$ cat src/core/ccc_handler_consts.vh
// constants for the i3c target common command code handler
// assumes a byte-level sdr framer in front of the handler
`ifndef CCC_HANDLER_CONSTS_VH
`define CCC_HANDLER_CONSTS_VH

// ==========================================================
// addresses
`define BCAST_ADDR      7'h7E
`define RESTRICTED_SA   7'h5E

// ==========================================================
// command codes
`define CCC_ENEC_B      8'h00
`define CCC_RSTDAA      8'h06
`define CCC_ENTDAA      8'h07
`define CCC_ENEC_D      8'h80
`define CCC_DISEC       8'h81
`define CCC_SETDASA     8'h87
`define CCC_SETNEWDA    8'h88
`define CCC_GETPID      8'h8D
`define CCC_GETBUSCAP   8'h8E
`define CCC_GETDEVCAT   8'h8F
`define CCC_GETSTATUS   8'h90
`define CCC_RSTACT      8'h9A
`define CCC_DIRECT_BIT  7

// ==========================================================
// event command byte fields
`define EV_INT_BIT      0
`define EV_CTRL_BIT     1
`define EV_HJ_BIT       3

// ==========================================================
// bus capability fields
`define BUSCAP_ROLE     2'h0
`define BUSCAP_ADV      1'h0
`define BUSCAP_VIRT     1'h0
`define BUSCAP_OFFLINE  1'h0
`define BUSCAP_PAYLOAD  1'h0
`define BUSCAP_IBI      1'h1
`define BUSCAP_SPEED    1'h1

// ==========================================================
// identity fields (values arbitrary)
`define PID_MFR_ID      15'h2A5A
`define PID_RANDOM      1'h0
`define PID_DEVICE_ID   16'hC3C3
`define PID_INSTANCE    4'h0
`define PID_VER_TOP     4'h0
`define PID_VER_LSB     1'h0
`define DEV_CATEGORY    8'h5A

// ==========================================================
// response constants
`define STATUS_WORD     16'h0000
`define RSTACT_RESET    8'h00
`define LEN_PID         4'h6
`define LEN_ONE         4'h1
`define LEN_STATUS      4'h2
`define LEN_DAA         4'h8
`define PAD_40          40'h0
`define PAD_48          48'h0
`define PAD_56          56'h0

`endif

$ cat src/core/i3c_target_ccc_handler.v
// i3c target common command code interpreter
// assumes a byte-level sdr framer: headers, written bytes, read requests, stop
`timescale 1ns/1ps
`default_nettype none
`include "ccc_handler_consts.vh"

// Function
// - capability role target, no advanced capabilities
// - capability bit four zero, not virtual
// - capability bit three zero, always responds
// - capability bit two zero, no interrupt payload
// - capability bits one and zero set
// - fixed read-only device category byte
// - both bytes read via get commands and in the join read-out
// - enable events broadcast or direct, default on
// - direct disable clears selected events
// - event bits zero, one, three; others reserved
// - reset dynamic address broadcast forgets address
// - join address assignment only without address
// - static-address assignment adopts supplied address
// - new address taken from bits seven to one
// - provisional identifier returned as six bytes
// - capability byte returned as one byte
// - category byte returned as one byte
// - status command returns current status
// - reset action command accepted and queried
// - status is two zero bytes
// - identifier field layout with address version
// - restricted static address refuses static assignment
// - single data rate target only
module i3c_target_ccc_handler (
   // clock and reset
   input  wire        clock_i,
   input  wire        arst_n_i,
   // straps
   input  wire [6:0]  static_addr_i,
   // framer: address header
   input  wire        hdr_valid_i,
   input  wire [6:0]  hdr_addr_i,
   input  wire        hdr_rnw_i,
   // framer: written byte, read request, stop
   input  wire        wr_valid_i,
   input  wire [7:0]  wr_data_i,
   input  wire        rd_req_i,
   input  wire        stop_i,
   // header answer
   output reg         hdr_ack_o,
   output reg         hdr_nack_o,
   // read data
   output wire [7:0]  rd_data_o,
   output wire        rd_valid_o,
   output wire        rd_last_o,
   // address state
   output reg         daa_join_o,
   output reg  [6:0]  dyn_addr_o,
   output reg         dyn_addr_valid_o,
   // event enables and reset action
   output reg         interrupt_request_enable_o,
   output reg         controller_request_enable_o,
   output reg         hot_join_enable_o,
   output reg  [7:0]  reset_action_o
);

   // ==========================================================
   // states
   localparam [2:0] ST_IDLE   = 3'h0;
   localparam [2:0] ST_CODE   = 3'h1;
   localparam [2:0] ST_BC_ARG = 3'h2;
   localparam [2:0] ST_DIRECT = 3'h3;
   localparam [2:0] ST_D_WR   = 3'h4;
   localparam [2:0] ST_D_RD   = 3'h5;
   localparam [2:0] ST_DAA    = 3'h6;

   reg  [2:0]  state_q;
   reg  [7:0]  code_q;
   reg         load_q;
   reg  [63:0] load_data_q;
   reg  [3:0]  load_len_q;

   // ==========================================================
   // fixed characteristic bytes
   wire [7:0]  bus_capability_byte = {`BUSCAP_ROLE,
                                      `BUSCAP_ADV,
                                      `BUSCAP_VIRT,
                                      `BUSCAP_OFFLINE,
                                      `BUSCAP_PAYLOAD,
                                      `BUSCAP_IBI,
                                      `BUSCAP_SPEED};
   wire [7:0]  device_category_byte = `DEV_CATEGORY;
   wire [47:0] prov_id = {`PID_MFR_ID,
                          `PID_RANDOM,
                          `PID_DEVICE_ID,
                          `PID_INSTANCE,
                          `PID_VER_TOP,
                          static_addr_i,
                          `PID_VER_LSB};

   // ==========================================================
   // direct header decode
   wire        addr_hit = dyn_addr_valid_o ? (hdr_addr_i == dyn_addr_o)
                                           : (hdr_addr_i == static_addr_i);
   reg         dir_ok;

   always @* begin
      dir_ok = 1'b0;
      case (code_q)
         `CCC_ENEC_D,
         `CCC_DISEC:     dir_ok = !hdr_rnw_i;
         `CCC_SETDASA:   dir_ok = !hdr_rnw_i && !dyn_addr_valid_o &&
                                  (static_addr_i != `RESTRICTED_SA);
         `CCC_SETNEWDA:  dir_ok = !hdr_rnw_i && dyn_addr_valid_o;
         `CCC_GETPID,
         `CCC_GETBUSCAP,
         `CCC_GETDEVCAT,
         `CCC_GETSTATUS: dir_ok = hdr_rnw_i;
         `CCC_RSTACT:    dir_ok = 1'b1;
         default:        dir_ok = 1'b0;
      endcase
   end

   // ==========================================================
   // response selection
   reg [63:0] resp_data;
   reg [3:0]  resp_len;

   always @* begin
      resp_data = 64'h0;
      resp_len  = 4'h0;
      case (code_q)
         `CCC_GETPID: begin
            resp_data = {prov_id, 16'h0000};
            resp_len  = `LEN_PID;
         end
         `CCC_GETBUSCAP: begin
            resp_data = {bus_capability_byte, `PAD_56};
            resp_len  = `LEN_ONE;
         end
         `CCC_GETDEVCAT: begin
            resp_data = {device_category_byte, `PAD_56};
            resp_len  = `LEN_ONE;
         end
         `CCC_GETSTATUS: begin
            resp_data = {`STATUS_WORD, `PAD_48};
            resp_len  = `LEN_STATUS;
         end
         `CCC_RSTACT: begin
            resp_data = {reset_action_o, `PAD_56};
            resp_len  = `LEN_ONE;
         end
         default: begin
            resp_data = 64'h0;
            resp_len  = 4'h0;
         end
      endcase
   end

   // ==========================================================
   // command sequencer
   always @(posedge clock_i or negedge arst_n_i) begin
      if (!arst_n_i) begin
         state_q                     <= ST_IDLE;
         code_q                      <= 8'h00;
         load_q                      <= 1'b0;
         load_data_q                 <= 64'h0;
         load_len_q                  <= 4'h0;
         hdr_ack_o                   <= 1'b0;
         hdr_nack_o                  <= 1'b0;
         daa_join_o                  <= 1'b0;
         dyn_addr_o                  <= 7'h00;
         dyn_addr_valid_o            <= 1'b0;
         interrupt_request_enable_o  <= 1'b1;
         controller_request_enable_o <= 1'b1;
         hot_join_enable_o           <= 1'b1;
         reset_action_o              <= `RSTACT_RESET;
      end else begin
         hdr_ack_o  <= 1'b0;
         hdr_nack_o <= 1'b0;
         daa_join_o <= 1'b0;
         load_q     <= 1'b0;
         if (stop_i) begin
            state_q <= ST_IDLE;
         end else if (hdr_valid_i) begin
            if (hdr_addr_i == `BCAST_ADDR && !hdr_rnw_i) begin
               hdr_ack_o <= 1'b1;
               state_q   <= ST_CODE;
            end else if (state_q == ST_DAA && hdr_addr_i == `BCAST_ADDR) begin
               hdr_ack_o   <= 1'b1;
               load_q      <= 1'b1;
               load_data_q <= {prov_id, bus_capability_byte, device_category_byte};
               load_len_q  <= `LEN_DAA;
            end else if ((state_q == ST_DIRECT || state_q == ST_D_WR ||
                          state_q == ST_D_RD) && addr_hit) begin
               if (dir_ok) begin
                  hdr_ack_o <= 1'b1;
                  if (hdr_rnw_i) begin
                     state_q     <= ST_D_RD;
                     load_q      <= 1'b1;
                     load_data_q <= resp_data;
                     load_len_q  <= resp_len;
                  end else begin
                     state_q <= ST_D_WR;
                  end
               end else begin
                  hdr_nack_o <= 1'b1;
               end
            end else if (state_q != ST_DIRECT && state_q != ST_D_WR &&
                         state_q != ST_D_RD) begin
               state_q <= ST_IDLE;
            end
         end else if (wr_valid_i) begin
            case (state_q)
               ST_CODE: begin
                  code_q <= wr_data_i;
                  if (wr_data_i[`CCC_DIRECT_BIT]) begin
                     state_q <= ST_DIRECT;
                  end else begin
                     case (wr_data_i)
                        `CCC_ENEC_B: state_q <= ST_BC_ARG;
                        `CCC_RSTDAA: begin
                           dyn_addr_valid_o <= 1'b0;
                           state_q          <= ST_IDLE;
                        end
                        `CCC_ENTDAA: begin
                           if (!dyn_addr_valid_o) begin
                              daa_join_o <= 1'b1;
                              state_q    <= ST_DAA;
                           end else begin
                              state_q <= ST_IDLE;
                           end
                        end
                        default: state_q <= ST_IDLE;
                     endcase
                  end
               end
               ST_BC_ARG: begin
                  if (wr_data_i[`EV_INT_BIT])
                     interrupt_request_enable_o <= 1'b1;
                  if (wr_data_i[`EV_CTRL_BIT])
                     controller_request_enable_o <= 1'b1;
                  if (wr_data_i[`EV_HJ_BIT])
                     hot_join_enable_o <= 1'b1;
                  state_q <= ST_IDLE;
               end
               ST_DIRECT: begin
                  if (code_q == `CCC_RSTACT)
                     reset_action_o <= wr_data_i;
               end
               ST_D_WR: begin
                  state_q <= ST_DIRECT;
                  case (code_q)
                     `CCC_ENEC_D: begin
                        if (wr_data_i[`EV_INT_BIT])
                           interrupt_request_enable_o <= 1'b1;
                        if (wr_data_i[`EV_CTRL_BIT])
                           controller_request_enable_o <= 1'b1;
                        if (wr_data_i[`EV_HJ_BIT])
                           hot_join_enable_o <= 1'b1;
                     end
                     `CCC_DISEC: begin
                        if (wr_data_i[`EV_INT_BIT])
                           interrupt_request_enable_o <= 1'b0;
                        if (wr_data_i[`EV_CTRL_BIT])
                           controller_request_enable_o <= 1'b0;
                        if (wr_data_i[`EV_HJ_BIT])
                           hot_join_enable_o <= 1'b0;
                     end
                     `CCC_SETDASA,
                     `CCC_SETNEWDA: begin
                        dyn_addr_o       <= wr_data_i[7:1];
                        dyn_addr_valid_o <= 1'b1;
                     end
                     `CCC_RSTACT: reset_action_o <= wr_data_i;
                     default: state_q <= ST_DIRECT;
                  endcase
               end
               ST_DAA: begin
                  dyn_addr_o       <= wr_data_i[7:1];
                  dyn_addr_valid_o <= 1'b1;
                  state_q          <= ST_IDLE;
               end
               default: state_q <= state_q;
            endcase
         end
      end
   end

   // ==========================================================
   // read data path
   ccc_resp_shifter u_resp (
      .clock_i      (clock_i),
      .arst_n_i     (arst_n_i),
      .load_i       (load_q),
      .load_data_i  (load_data_q),
      .load_len_i   (load_len_q),
      .next_i       (rd_req_i),
      .byte_o       (rd_data_o),
      .byte_valid_o (rd_valid_o),
      .last_o       (rd_last_o)
   );

endmodule

`default_nettype wire

$ cat src/core/ccc_resp_shifter.v
// response byte shifter: holds up to eight bytes, hands one out per request
// assumes load and next never arrive in the same cycle
`timescale 1ns/1ps
`default_nettype none

module ccc_resp_shifter (
   // clock and reset
   input  wire        clock_i,
   input  wire        arst_n_i,
   // load side
   input  wire        load_i,
   input  wire [63:0] load_data_i,
   input  wire [3:0]  load_len_i,
   // read side
   input  wire        next_i,
   output reg  [7:0]  byte_o,
   output reg         byte_valid_o,
   output reg         last_o
);

   reg [63:0] buf_q;
   reg [3:0]  left_q;

   // ==========================================================
   // shifter
   always @(posedge clock_i or negedge arst_n_i) begin
      if (!arst_n_i) begin
         buf_q        <= 64'h0;
         left_q       <= 4'h0;
         byte_o       <= 8'h00;
         byte_valid_o <= 1'b0;
         last_o       <= 1'b0;
      end else begin
         byte_valid_o <= 1'b0;
         last_o       <= 1'b0;
         if (load_i) begin
            buf_q  <= load_data_i;
            left_q <= load_len_i;
         end else if (next_i && left_q != 4'h0) begin
            byte_o       <= buf_q[63:56];
            byte_valid_o <= 1'b1;
            last_o       <= (left_q == 4'h1);
            buf_q        <= {buf_q[55:0], 8'h00};
            left_q       <= left_q - 4'h1;
         end
      end
   end

endmodule

`default_nettype wire

$ cat config.mk
export PLATFORM = sky130hd
export DESIGN_NAME = i3c_target_ccc_handler
export DESIGN_NICKNAME = d
export VERILOG_FILES = /design/src/core/i3c_target_ccc_handler.v /design/src/core/ccc_resp_shifter.v
export VERILOG_INCLUDE_DIRS = /design/src /design/src/core
export SDC_FILE = /design/constraint.sdc
export NUM_CORES = 1
export LEC_CHECK = 0
export BUFFER_PORTS_ARGS = -buffer_cell sky130_fd_sc_hd__buf_2
export CORE_MARGIN = 1
export CORE_UTILIZATION = 25
export CTS_CLUSTER_DIAMETER = 50
export DETAILED_ROUTE_END_ITERATION = 8
export HOLD_SLACK_MARGIN = 0.08
export PLACE_DENSITY = 0.51
export REMOVE_ABC_BUFFERS = 1
export SETUP_SLACK_MARGIN = 0.05
export SYNTH_ARGS = -nofsm -noshare
export SYNTH_HDL_FRONTEND = slang
export SYNTH_SLANG_ARGS = --single-unit
$ cat constraint.sdc
create_clock -name clock_i -period 5.5 [get_ports clock_i]
set_clock_uncertainty 0.1 [all_clocks]
set_input_delay 0.55 -clock clock_i [delete_from_list [all_inputs] [get_ports clock_i]]
set_output_delay 0.55 -clock clock_i [all_outputs]
set_load 0.02 [all_outputs]
=== Word-level counts from Yosys, hierarchy flattened ===
Index checks and enable logic that the tools add are counted.

* Input port bits: 29
* Logic and storage cells: 176
* Output and inout port bits: 32
* Register bits after elaboration: 180

* Mux-type cells: 77
* Equality and inequality tests: 35
* Bitwise logic cells: 4
* Reduce and logical (&&, ||, !) cells: 40
* $add $sub $neg: 1

{| class="wikitable"
|+ Operators with widths
! operator !! count
|-
| $mux 64 || 6
|-
| $pmux 64 s4 || 1
|-
| $eq 8x8->1 const B || 9
|-
| $mux 1 || 41
|-
| $mux 3 || 10
|-
| $mux 4 || 6
|-
| $reduce_and 6->1 || 4
|-
| $pmux 3 s3 || 2
|-
| $eq 8x3->1 const B || 2
|-
| $ne 3x3->1 const B || 5
|-
| $reduce_and 5->1 || 3
|-
| $eq 7x7->1 || 2
|-
| $pmux 7 s2 || 1
|-
| $pmux 1 s2 || 6
|-
| $reduce_bool 2->1 || 6
|-
| $eq 3x3->1 const B || 3
|-
| $logic_and 1x1->1 || 9
|-
| $logic_not 8->1 || 1
|-
| $reduce_or 2->1 || 4
|-
| $eq 7x7->1 const B || 1
|-
| $mux 7 || 1
|-
| $ne 7x7->1 const B || 1
|-
| $reduce_and 7->1 || 1
|-
| $eq 3x2->1 const B || 2
|-
| other kinds (23) || 30
|}

=== Longest topological paths before layout ===
Gate-level depths: netlist of the first run.

* Word-level depth: 10
* Gate-level depth with buffers: 9

=== Cells and area by module ===
From an unflattened synthesis of the first run, not the netlist that was laid out.

* Cells, all modules: 646
* Area total of the unflattened synthesis: 6538.8 µm²

{| class="wikitable"
|+ Modules (own cells, without submodules)
! module !! cells each !! sequential area each (µm²) !! instances !! area an instance (µm²)
|-
| ccc_resp_shifter || 404 || 1951.9 || 1 || 3791.1
|-
| i3c_target_ccc_handler || 242 || 1355.0 || 1 || 2747.6
|}

=== Worst setup path before layout of the first run ===
Ideal clock, no wire load.

* Kind: reg2reg
* Start: reg dyn_addr_valid_o
* End: reg load_data_q[60]
* Data arrival time: 2.332 ns
* Required time: 5.261 ns
* Path buffers: 1
* Library setup time: 0.139 ns
* Setup slack: 2.929 ns
* Stages on the path, launching flop included: 9
* Cells stage by stage: dfrtp_1 -> buf_2 -> mux2i_1 -> xnor2_1 -> nor4_1 -> nand3_1 -> nor3_1 -> a21boi_0 -> a22oi_1

* Word-level cells in the longest chain between the ends: 6
* Elaborated cells on any way between the ends: 10
* Classes of those cells: mux: 2; reduce/logical: 8

{| class="wikitable"
|+ RTL lines
! what !! line !! source
|-
| from (decl) || i3c_target_ccc_handler.v:56 || <nowiki>output reg dyn_addr_valid_o,</nowiki>
|-
| from (signal assigned) || i3c_target_ccc_handler.v:170 || <nowiki>dyn_addr_valid_o <= 1'b0;</nowiki>
|-
| from (signal assigned) || i3c_target_ccc_handler.v:220 || <nowiki>dyn_addr_valid_o <= 1'b0;</nowiki>
|-
| from (signal assigned) || i3c_target_ccc_handler.v:270 || <nowiki>dyn_addr_valid_o <= 1'b1;</nowiki>
|-
| $logic_not 1->1 || -- ||
|-
| $logic_and 1x1->1 (2 in series) || i3c_target_ccc_handler.v:109 || <nowiki>`CCC_SETDASA: dir_ok = !hdr_rnw_i && !dyn_addr_valid_o &&</nowiki>
|-
| $pmux 1 s5 || i3c_target_ccc_handler.v:106 || <nowiki>case (code_q)</nowiki>
|-
| $reduce_bool 2->1 (no line) || -- ||
|-
| $reduce_and 6->1 (no line) (*) || -- ||
|-
| to (signal assigned) || i3c_target_ccc_handler.v:189 || <nowiki>load_data_q <= {prov_id, bus_capability_byte, device_category_byte};</nowiki>
|-
| to (signal assigned) || i3c_target_ccc_handler.v:198 || <nowiki>load_data_q <= resp_data;</nowiki>
|-
| to (decl) || i3c_target_ccc_handler.v:77 || <nowiki>reg [63:0] load_data_q;</nowiki>
|}

Every way passes the cells marked *; elsewhere a longest branch is shown, timed or not.
A chain may end at the register's enable or synchronous reset.

=== Worst setup path in the final report of the first run ===
Same ends and word-level chain as after synthesis.

==> qor.yml, run 1 <==
via_per_inst: 4.69
clock-root-buffer: "clkbuf_16"
portBuffers: 60
fmax_ghz: 0.329
postCtsSetupRepairBufs: 0
cap_violations: 0
syn_inst: 503
ys_types: 56
routabilityCongestion: 0.790
post-route-period-util: 0.553
first_pass_iters: 4
async_flop_share: 1.00
yosys_warnings: 0
core_um2: 20500
row_count: 52
hold_viol: 0
crit_type: "reg2reg"
fp.dieW_um: 148
ys_ff_latch: 118
place.detailed.hpwl_um: 8860
antenna_found_initial: 0
routed.top_layer: "met4"
syn_area_um2: 5300
clock_sinks: 118
crit_required_ns: 5.67
outcome: "finished, final reports clean"
ys_seq_area_frac: 0.558
cp-end-kind: "register"
cts-resized-gates: 0
routed_wl_um: 12700
place_area_um2: 5880
start_kind: "register"
io_pins: 61
wl_met1_um: 6130
wl_met3_um: 610
hold_path_class: "in2async"
finalCriticalPeriod_ns: 3.04
p_per_area_nw_per_um2: 368
setup_viol: 0
grt_setup_unrepaired: "no"
first_global_vias: 4019
grt_pass1_wl_um: 21200
peakVddDrop_uv: 221
dieArea_um2: 21800
drcViolationCount: 0
clockBufferDepth: 2
slew_violations: 0
grt_overflow_total: 0
cts_tree: "done"
avgSynthCellArea_um2: 10.5
layout.nets: 591
grt_use_total: 0.125
ys.flop_type: "dfrtp_1"
cts_max_level: 4
wl_per_cell_um: 15.0
dr_total_vias: 3952
synth_edf_count: 0
path_max_fanout: 12
placedCellCount: 811
tightestPinTransition_ns: 1.11
clk_latency_ns: 0.42
clkSlewWorstSetupHoldPaths_ns: 0.06
grt_max_degree: 87
setup_tns_ns: 0
cts_hold_buf: 0
final_cells: 843
finalPower_mw: 2.38
initial_core_util: 0.259
diodes: 0
die_h_um: 148
antenna_left: 0
max-slew-margin-rel: 0.259
drive_above_1_share: 0.244
cts_buffers: 17
fillers: 2114
critical_path_arrival_ns: 3.21
whs_ns: 0.226
power_leakage_nw: 2.97
route.met2.wl_um: 5780
synthToLayoutAreaGrowth_pct: 21.9
drt_iter0_drc: 186
design_area_um2: 6460
## metal layers
layer | track usage | vias up
met2 | 0.189 | 94
met4 | 0.0479 | 0
li1 | - | 1896
met3 | 0.0389 | 17
met5 | 0 | -
met1 | 0.168 | 1945
## area by class of cell
cell class | count | area, um^2 | area share
clock buffers | 17 | 425 | 0.0659
clock inverters | 15 | 156 | 0.0242
inverters | 12 | 45.0 | 0.00697
multi-input cells | 346 | 2200 | 0.340
flip-flops and latches | 118 | 2960 | 0.458
well taps | 270 | 338 | 0.0523
repair buffers | 65 | 340 | 0.0527
## cells by family (layout without fill, tap and decap cells)
group	Yosys count	after routing	synth area share
xor gates and xnor gates	11	11	0.0182
and+or+nand+nor	173	173	0.152
buffers and inverters	39	109	0.0281
AOI/OAI and AO/OA	109	109	0.135
muxes	51	51	0.105
DFF	118	118	0.558
adders and majority gates	2	2	0.00472
## worst max-delay path: stages, from the launching register on
cell      delay [ns]
dfrtp_1         0.67
mux2i_1         0.27
xnor2_1         0.09
nor4_1          0.46
nand3_1         0.31
nor3_1          0.53
a21boi_0        0.35
a22oi_1         0.11
## worst paths after layout
kind | cells past startpoint | to | slack (ns) | startpoint
max in group asynchronous | 2 | load_data_q[60] | 4.00 | arst_n_i
worst max-delay path | 7 | load_data_q[60] | 2.46 | dyn_addr_valid_o
worst max register to register | 7 | load_data_q[60] | 2.46 | dyn_addr_valid_o
worst min register to register | 2 | u_resp.buf_q[21] | 0.40 | load_data_q[21]
min in group clock_i | 2 | load_data_q[20] | 0.29 | static_addr_i[3]
worst min-delay path | 1 | reset_action_o[3] | 0.23 | arst_n_i
## Yosys cell counts, types with 2 or more instances
master     instances  area [um^2]
a21o_1             2         15.0
o21ai_0           22          110
a22o_1            12          105
dfstp_2            3         78.8
and3_1             3         18.8
clkbuf_1          24         90.1
nand3_1            4         20.0
ha_1               2         25.0
a221oi_1           2         17.5
buf_2              2         10.0
a211oi_2           2         25.0
o21a_1             2         15.0
nand2_1          109          409
o2111ai_1          2         17.5
nor2b_1            4         25.0
a21boi_0           2         15.0
inv_1             12         45.0
xnor2_1           10         87.6
nand2b_1           4         25.0
nand4b_1           4         35.0
a22oi_1            3         22.5
and4b_1            2         20.0
dfrtp_1          115         2880
a31oi_1           12         75.1
mux2_1             3         33.8
a21oi_1           35          175
a32o_1             2         20.0
nor2_1            17         63.8
o2bb2ai_1          2         17.5
nor4_1             4         25.0
mux2i_1           16          160
mux2_2            32          360
nand4_1            2         12.5
nor3_1             7         35.0
or3_1              3         18.8
## through the flow
| step | setup WS (ns) | utilization |
|---|---|---|
| after floorplan | 2.69 | - |
| after global placement | 2.68 | 0.287 |
| after detailed placement | 2.51 | 0.287 |
| after CTS | 2.49 | 0.315 |
| after global routing | 2.20 | 0.315 |
| final | 2.46 | 0.315 |
## sequential cells by signal, summed over array words and instances (netlist names), 3 cells and up
register,cells
reset_action_o,8
u_resp.buf_q,50
dyn_addr_o,7
u_resp.left_q,4
code_q,8
load_data_q,17
load_len_q,3
state_q,3
u_resp.byte_o,8
## where the power goes
group / internal [mW] / switching [mW]
combinational: 0.128 / 0.179
clock: 0.667 / 0.409
sequential: 0.928 / 0.0678
## layout by cell type (no fill, tap or decap), types with 3 or more instances in the layout
| master | instances |
|---|---|
| a21oi_1 | 35 |
| a22o_1 | 12 |
| a22oi_1 | 3 |
| a31oi_1 | 12 |
| and3_1 | 3 |
| buf_2 | 59 |
| buf_4 | 6 |
| clkbuf_16 | 17 |
| clkinv_2 | 3 |
| clkinv_4 | 3 |
| clkinvlp_4 | 5 |
| dfrtp_1 | 115 |
| dfstp_2 | 3 |
| inv_1 | 12 |
| mux2_1 | 3 |
| mux2_2 | 32 |
| mux2i_1 | 16 |
| nand2_1 | 108 |
| nand2b_1 | 4 |
| nand3_1 | 4 |
| nand4b_1 | 4 |
| nor2_1 | 17 |
| nor2b_1 | 4 |
| nor3_1 | 7 |
| nor4_1 | 4 |
| o21ai_0 | 22 |
| or3_1 | 3 |
| xnor2_1 | 10 |
(Power assumes the default switching activity.)
==> run 2: changes to the inputs <==
- PLACE_DENSITY: 0.51 -> 0.52
- clock period: 5.5 -> 2.5 ns (I/O delays scaled with it)
==> qor.yml, run 2 (synthesis gave the netlist of run 1 again) <==
core_um2: 20500
clkSlewWorstSetupHoldPaths_ns: 0.06
die_h_um: 148
first_pass_iters: 5
rrSetupSlack_ns: -0.07
start_kind: "register"
dr_total_vias: 4125
max-slew-margin-rel: 0.422
cts_buffers: 17
violations: "negative setup slack"
drt_iter0_drc: 216
crit_required_ns: 2.74
synthToLayoutAreaGrowth_pct: 32.1
hold_end: "reset_action_o[0]"
cts_tree: "done"
layout.nets: 635
final_cells: 887
drive_above_1_share: 0.308
post-route-period-util: 1.03
p_per_area_nw_per_um2: 791
grt_pass1_wl_um: 22400
antenna_found_initial: 0
slew_violations: 0
fp.dieW_um: 148
place.detailed.hpwl_um: 9590
grt_max_degree: 56
grt_use_total: 0.131
hold_path_class: "in2reg"
setup_viol: 4
portBuffers: 60
row_count: 52
power_leakage_nw: 3.25
path_max_fanout: 3
fin_ws_ns: -0.0750
min_path_cells: 2
worst-r2r-cell-count: 6
io_pins: 61
cts_max_level: 4
grt_setup_unrepaired: "yes"
cp-end-kind: "register"
reg2reg_from: "code_q[5]"
dieArea_um2: 21800
finalCriticalPeriod_ns: 2.57
largest_register_ffs: 50
biggestRegsByFlops: "u_resp.buf_q: 50 flops, load_data_q: 17 flops"
outcome: "finished with violations"
diodes: 0
drcViolationCount: 0
finalPower_mw: 5.54
antenna_left: 0
crit_type: "reg2reg"
critical_path_arrival_ns: 2.81
peakVddDrop_uv: 506
tightestPinTransition_ns: 0.866
hold_viol: 0
cap_violations: 0
clock_sinks: 118
placedCellCount: 838
wl_per_cell_um: 15.3
regMostFlops: "u_resp.buf_q"
routed_wl_um: 13500
final_cell_mix: "dfrtp_1, nand2_1, buf_2, buf_4, a21oi_1"
initial_core_util: 0.259
pre_cts_ws_ns: -0.112
grt_overflow_total: 0
clockBufferDepth: 2
fmax_ghz: 0.388
via_per_inst: 4.65
final_common_cell: "dfrtp_1"
clk_latency_ns: 0.41
routabilityCongestion: 0.826
reg2reg_to: "controller_request_enable_o"
clock-root-buffer: "clkbuf_16"
first_global_vias: 4306
min_from: "wr_data_i[0]"
whs_ns: 0.0952
## run 2: how the worst max path moves through the flow
stage,startpoint,to,slack [ns]
2_1_floorplan,u_resp.left_q[0],u_resp.byte_o[0],-0.30
3_3_place_gp,code_q[5],hot_join_enable_o,-0.05
3_5_place_dp,dyn_addr_valid_o,state_q[1],-0.11
4_1_cts,code_q[5],state_q[1],-0.07
5_1_grt,code_q[5],controller_request_enable_o,-0.16
6_report,code_q[5],controller_request_enable_o,-0.07
## run 2: layout make-up
class	count	area (um^2)
Fill cell	2068	13500
Inverter	12	45.0
Multi-Input combinational cell	346	2300
Clock buffer	17	425
Clock inverter	15	194
Tap cell	270	338
Timing Repair Buffer	109	737
Sequential cell	118	2960
## run 2: worst max-delay path: stages, from the launching register on
cell,delay (ns)
dfrtp_1,0.37
or4b_4,0.54
or3_4,0.37
or4_4,0.44
a211oi_4,0.26
nand2_1,0.11
mux2_4,0.30
## run 2: stage by stage
step           TNS, ns  cell area (um^2)  utilization
6_report        -0.264              7000        0.342
5_1_grt         -0.742              7000        0.342
4_1_cts         -0.203              6880        0.335
3_5_place_dp     -1.18              6100        0.298
3_3_place_gp    -0.169              6100        0.298
2_1_floorplan    -6.04              5200            -
## run 2: repair_timing
| item | CTS | global route |
|---|---|---|
| setup endpoints to repair | 26 | 26 |
| hold endpoints to repair | 61 | 0 |
| pin swaps | 4 | 13 |
| setup buffers | 2 | 2 |
| cloned | 0 | 3 |
| gates resized for setup | 11 | 16 |
| hold buffers | 10 | 0 |
## run 2: power breakdown
group | internal [mW] | switching (mW) | total, mW | leakage (nW)
Combinational | 0.369 | 0.449 | 0.818 | 1.36
Sequential | 2.04 | 0.146 | 2.19 | 1.59
Clock | 1.59 | 0.939 | 2.53 | 0.300
## run 2: per-layer routing
| layer | share of wire | vias up | global-route usage |
|---|---|---|---|
| met4 | 0.018 | 0 | 0.0541 |
| met2 | 0.50 | 80 | 0.218 |
| li1 | - | 1980 | - |
| met1 | 0.44 | 2046 | 0.164 |
| met3 | 0.034 | 19 | 0.0272 |
| met5 | 0 | - | 0 |
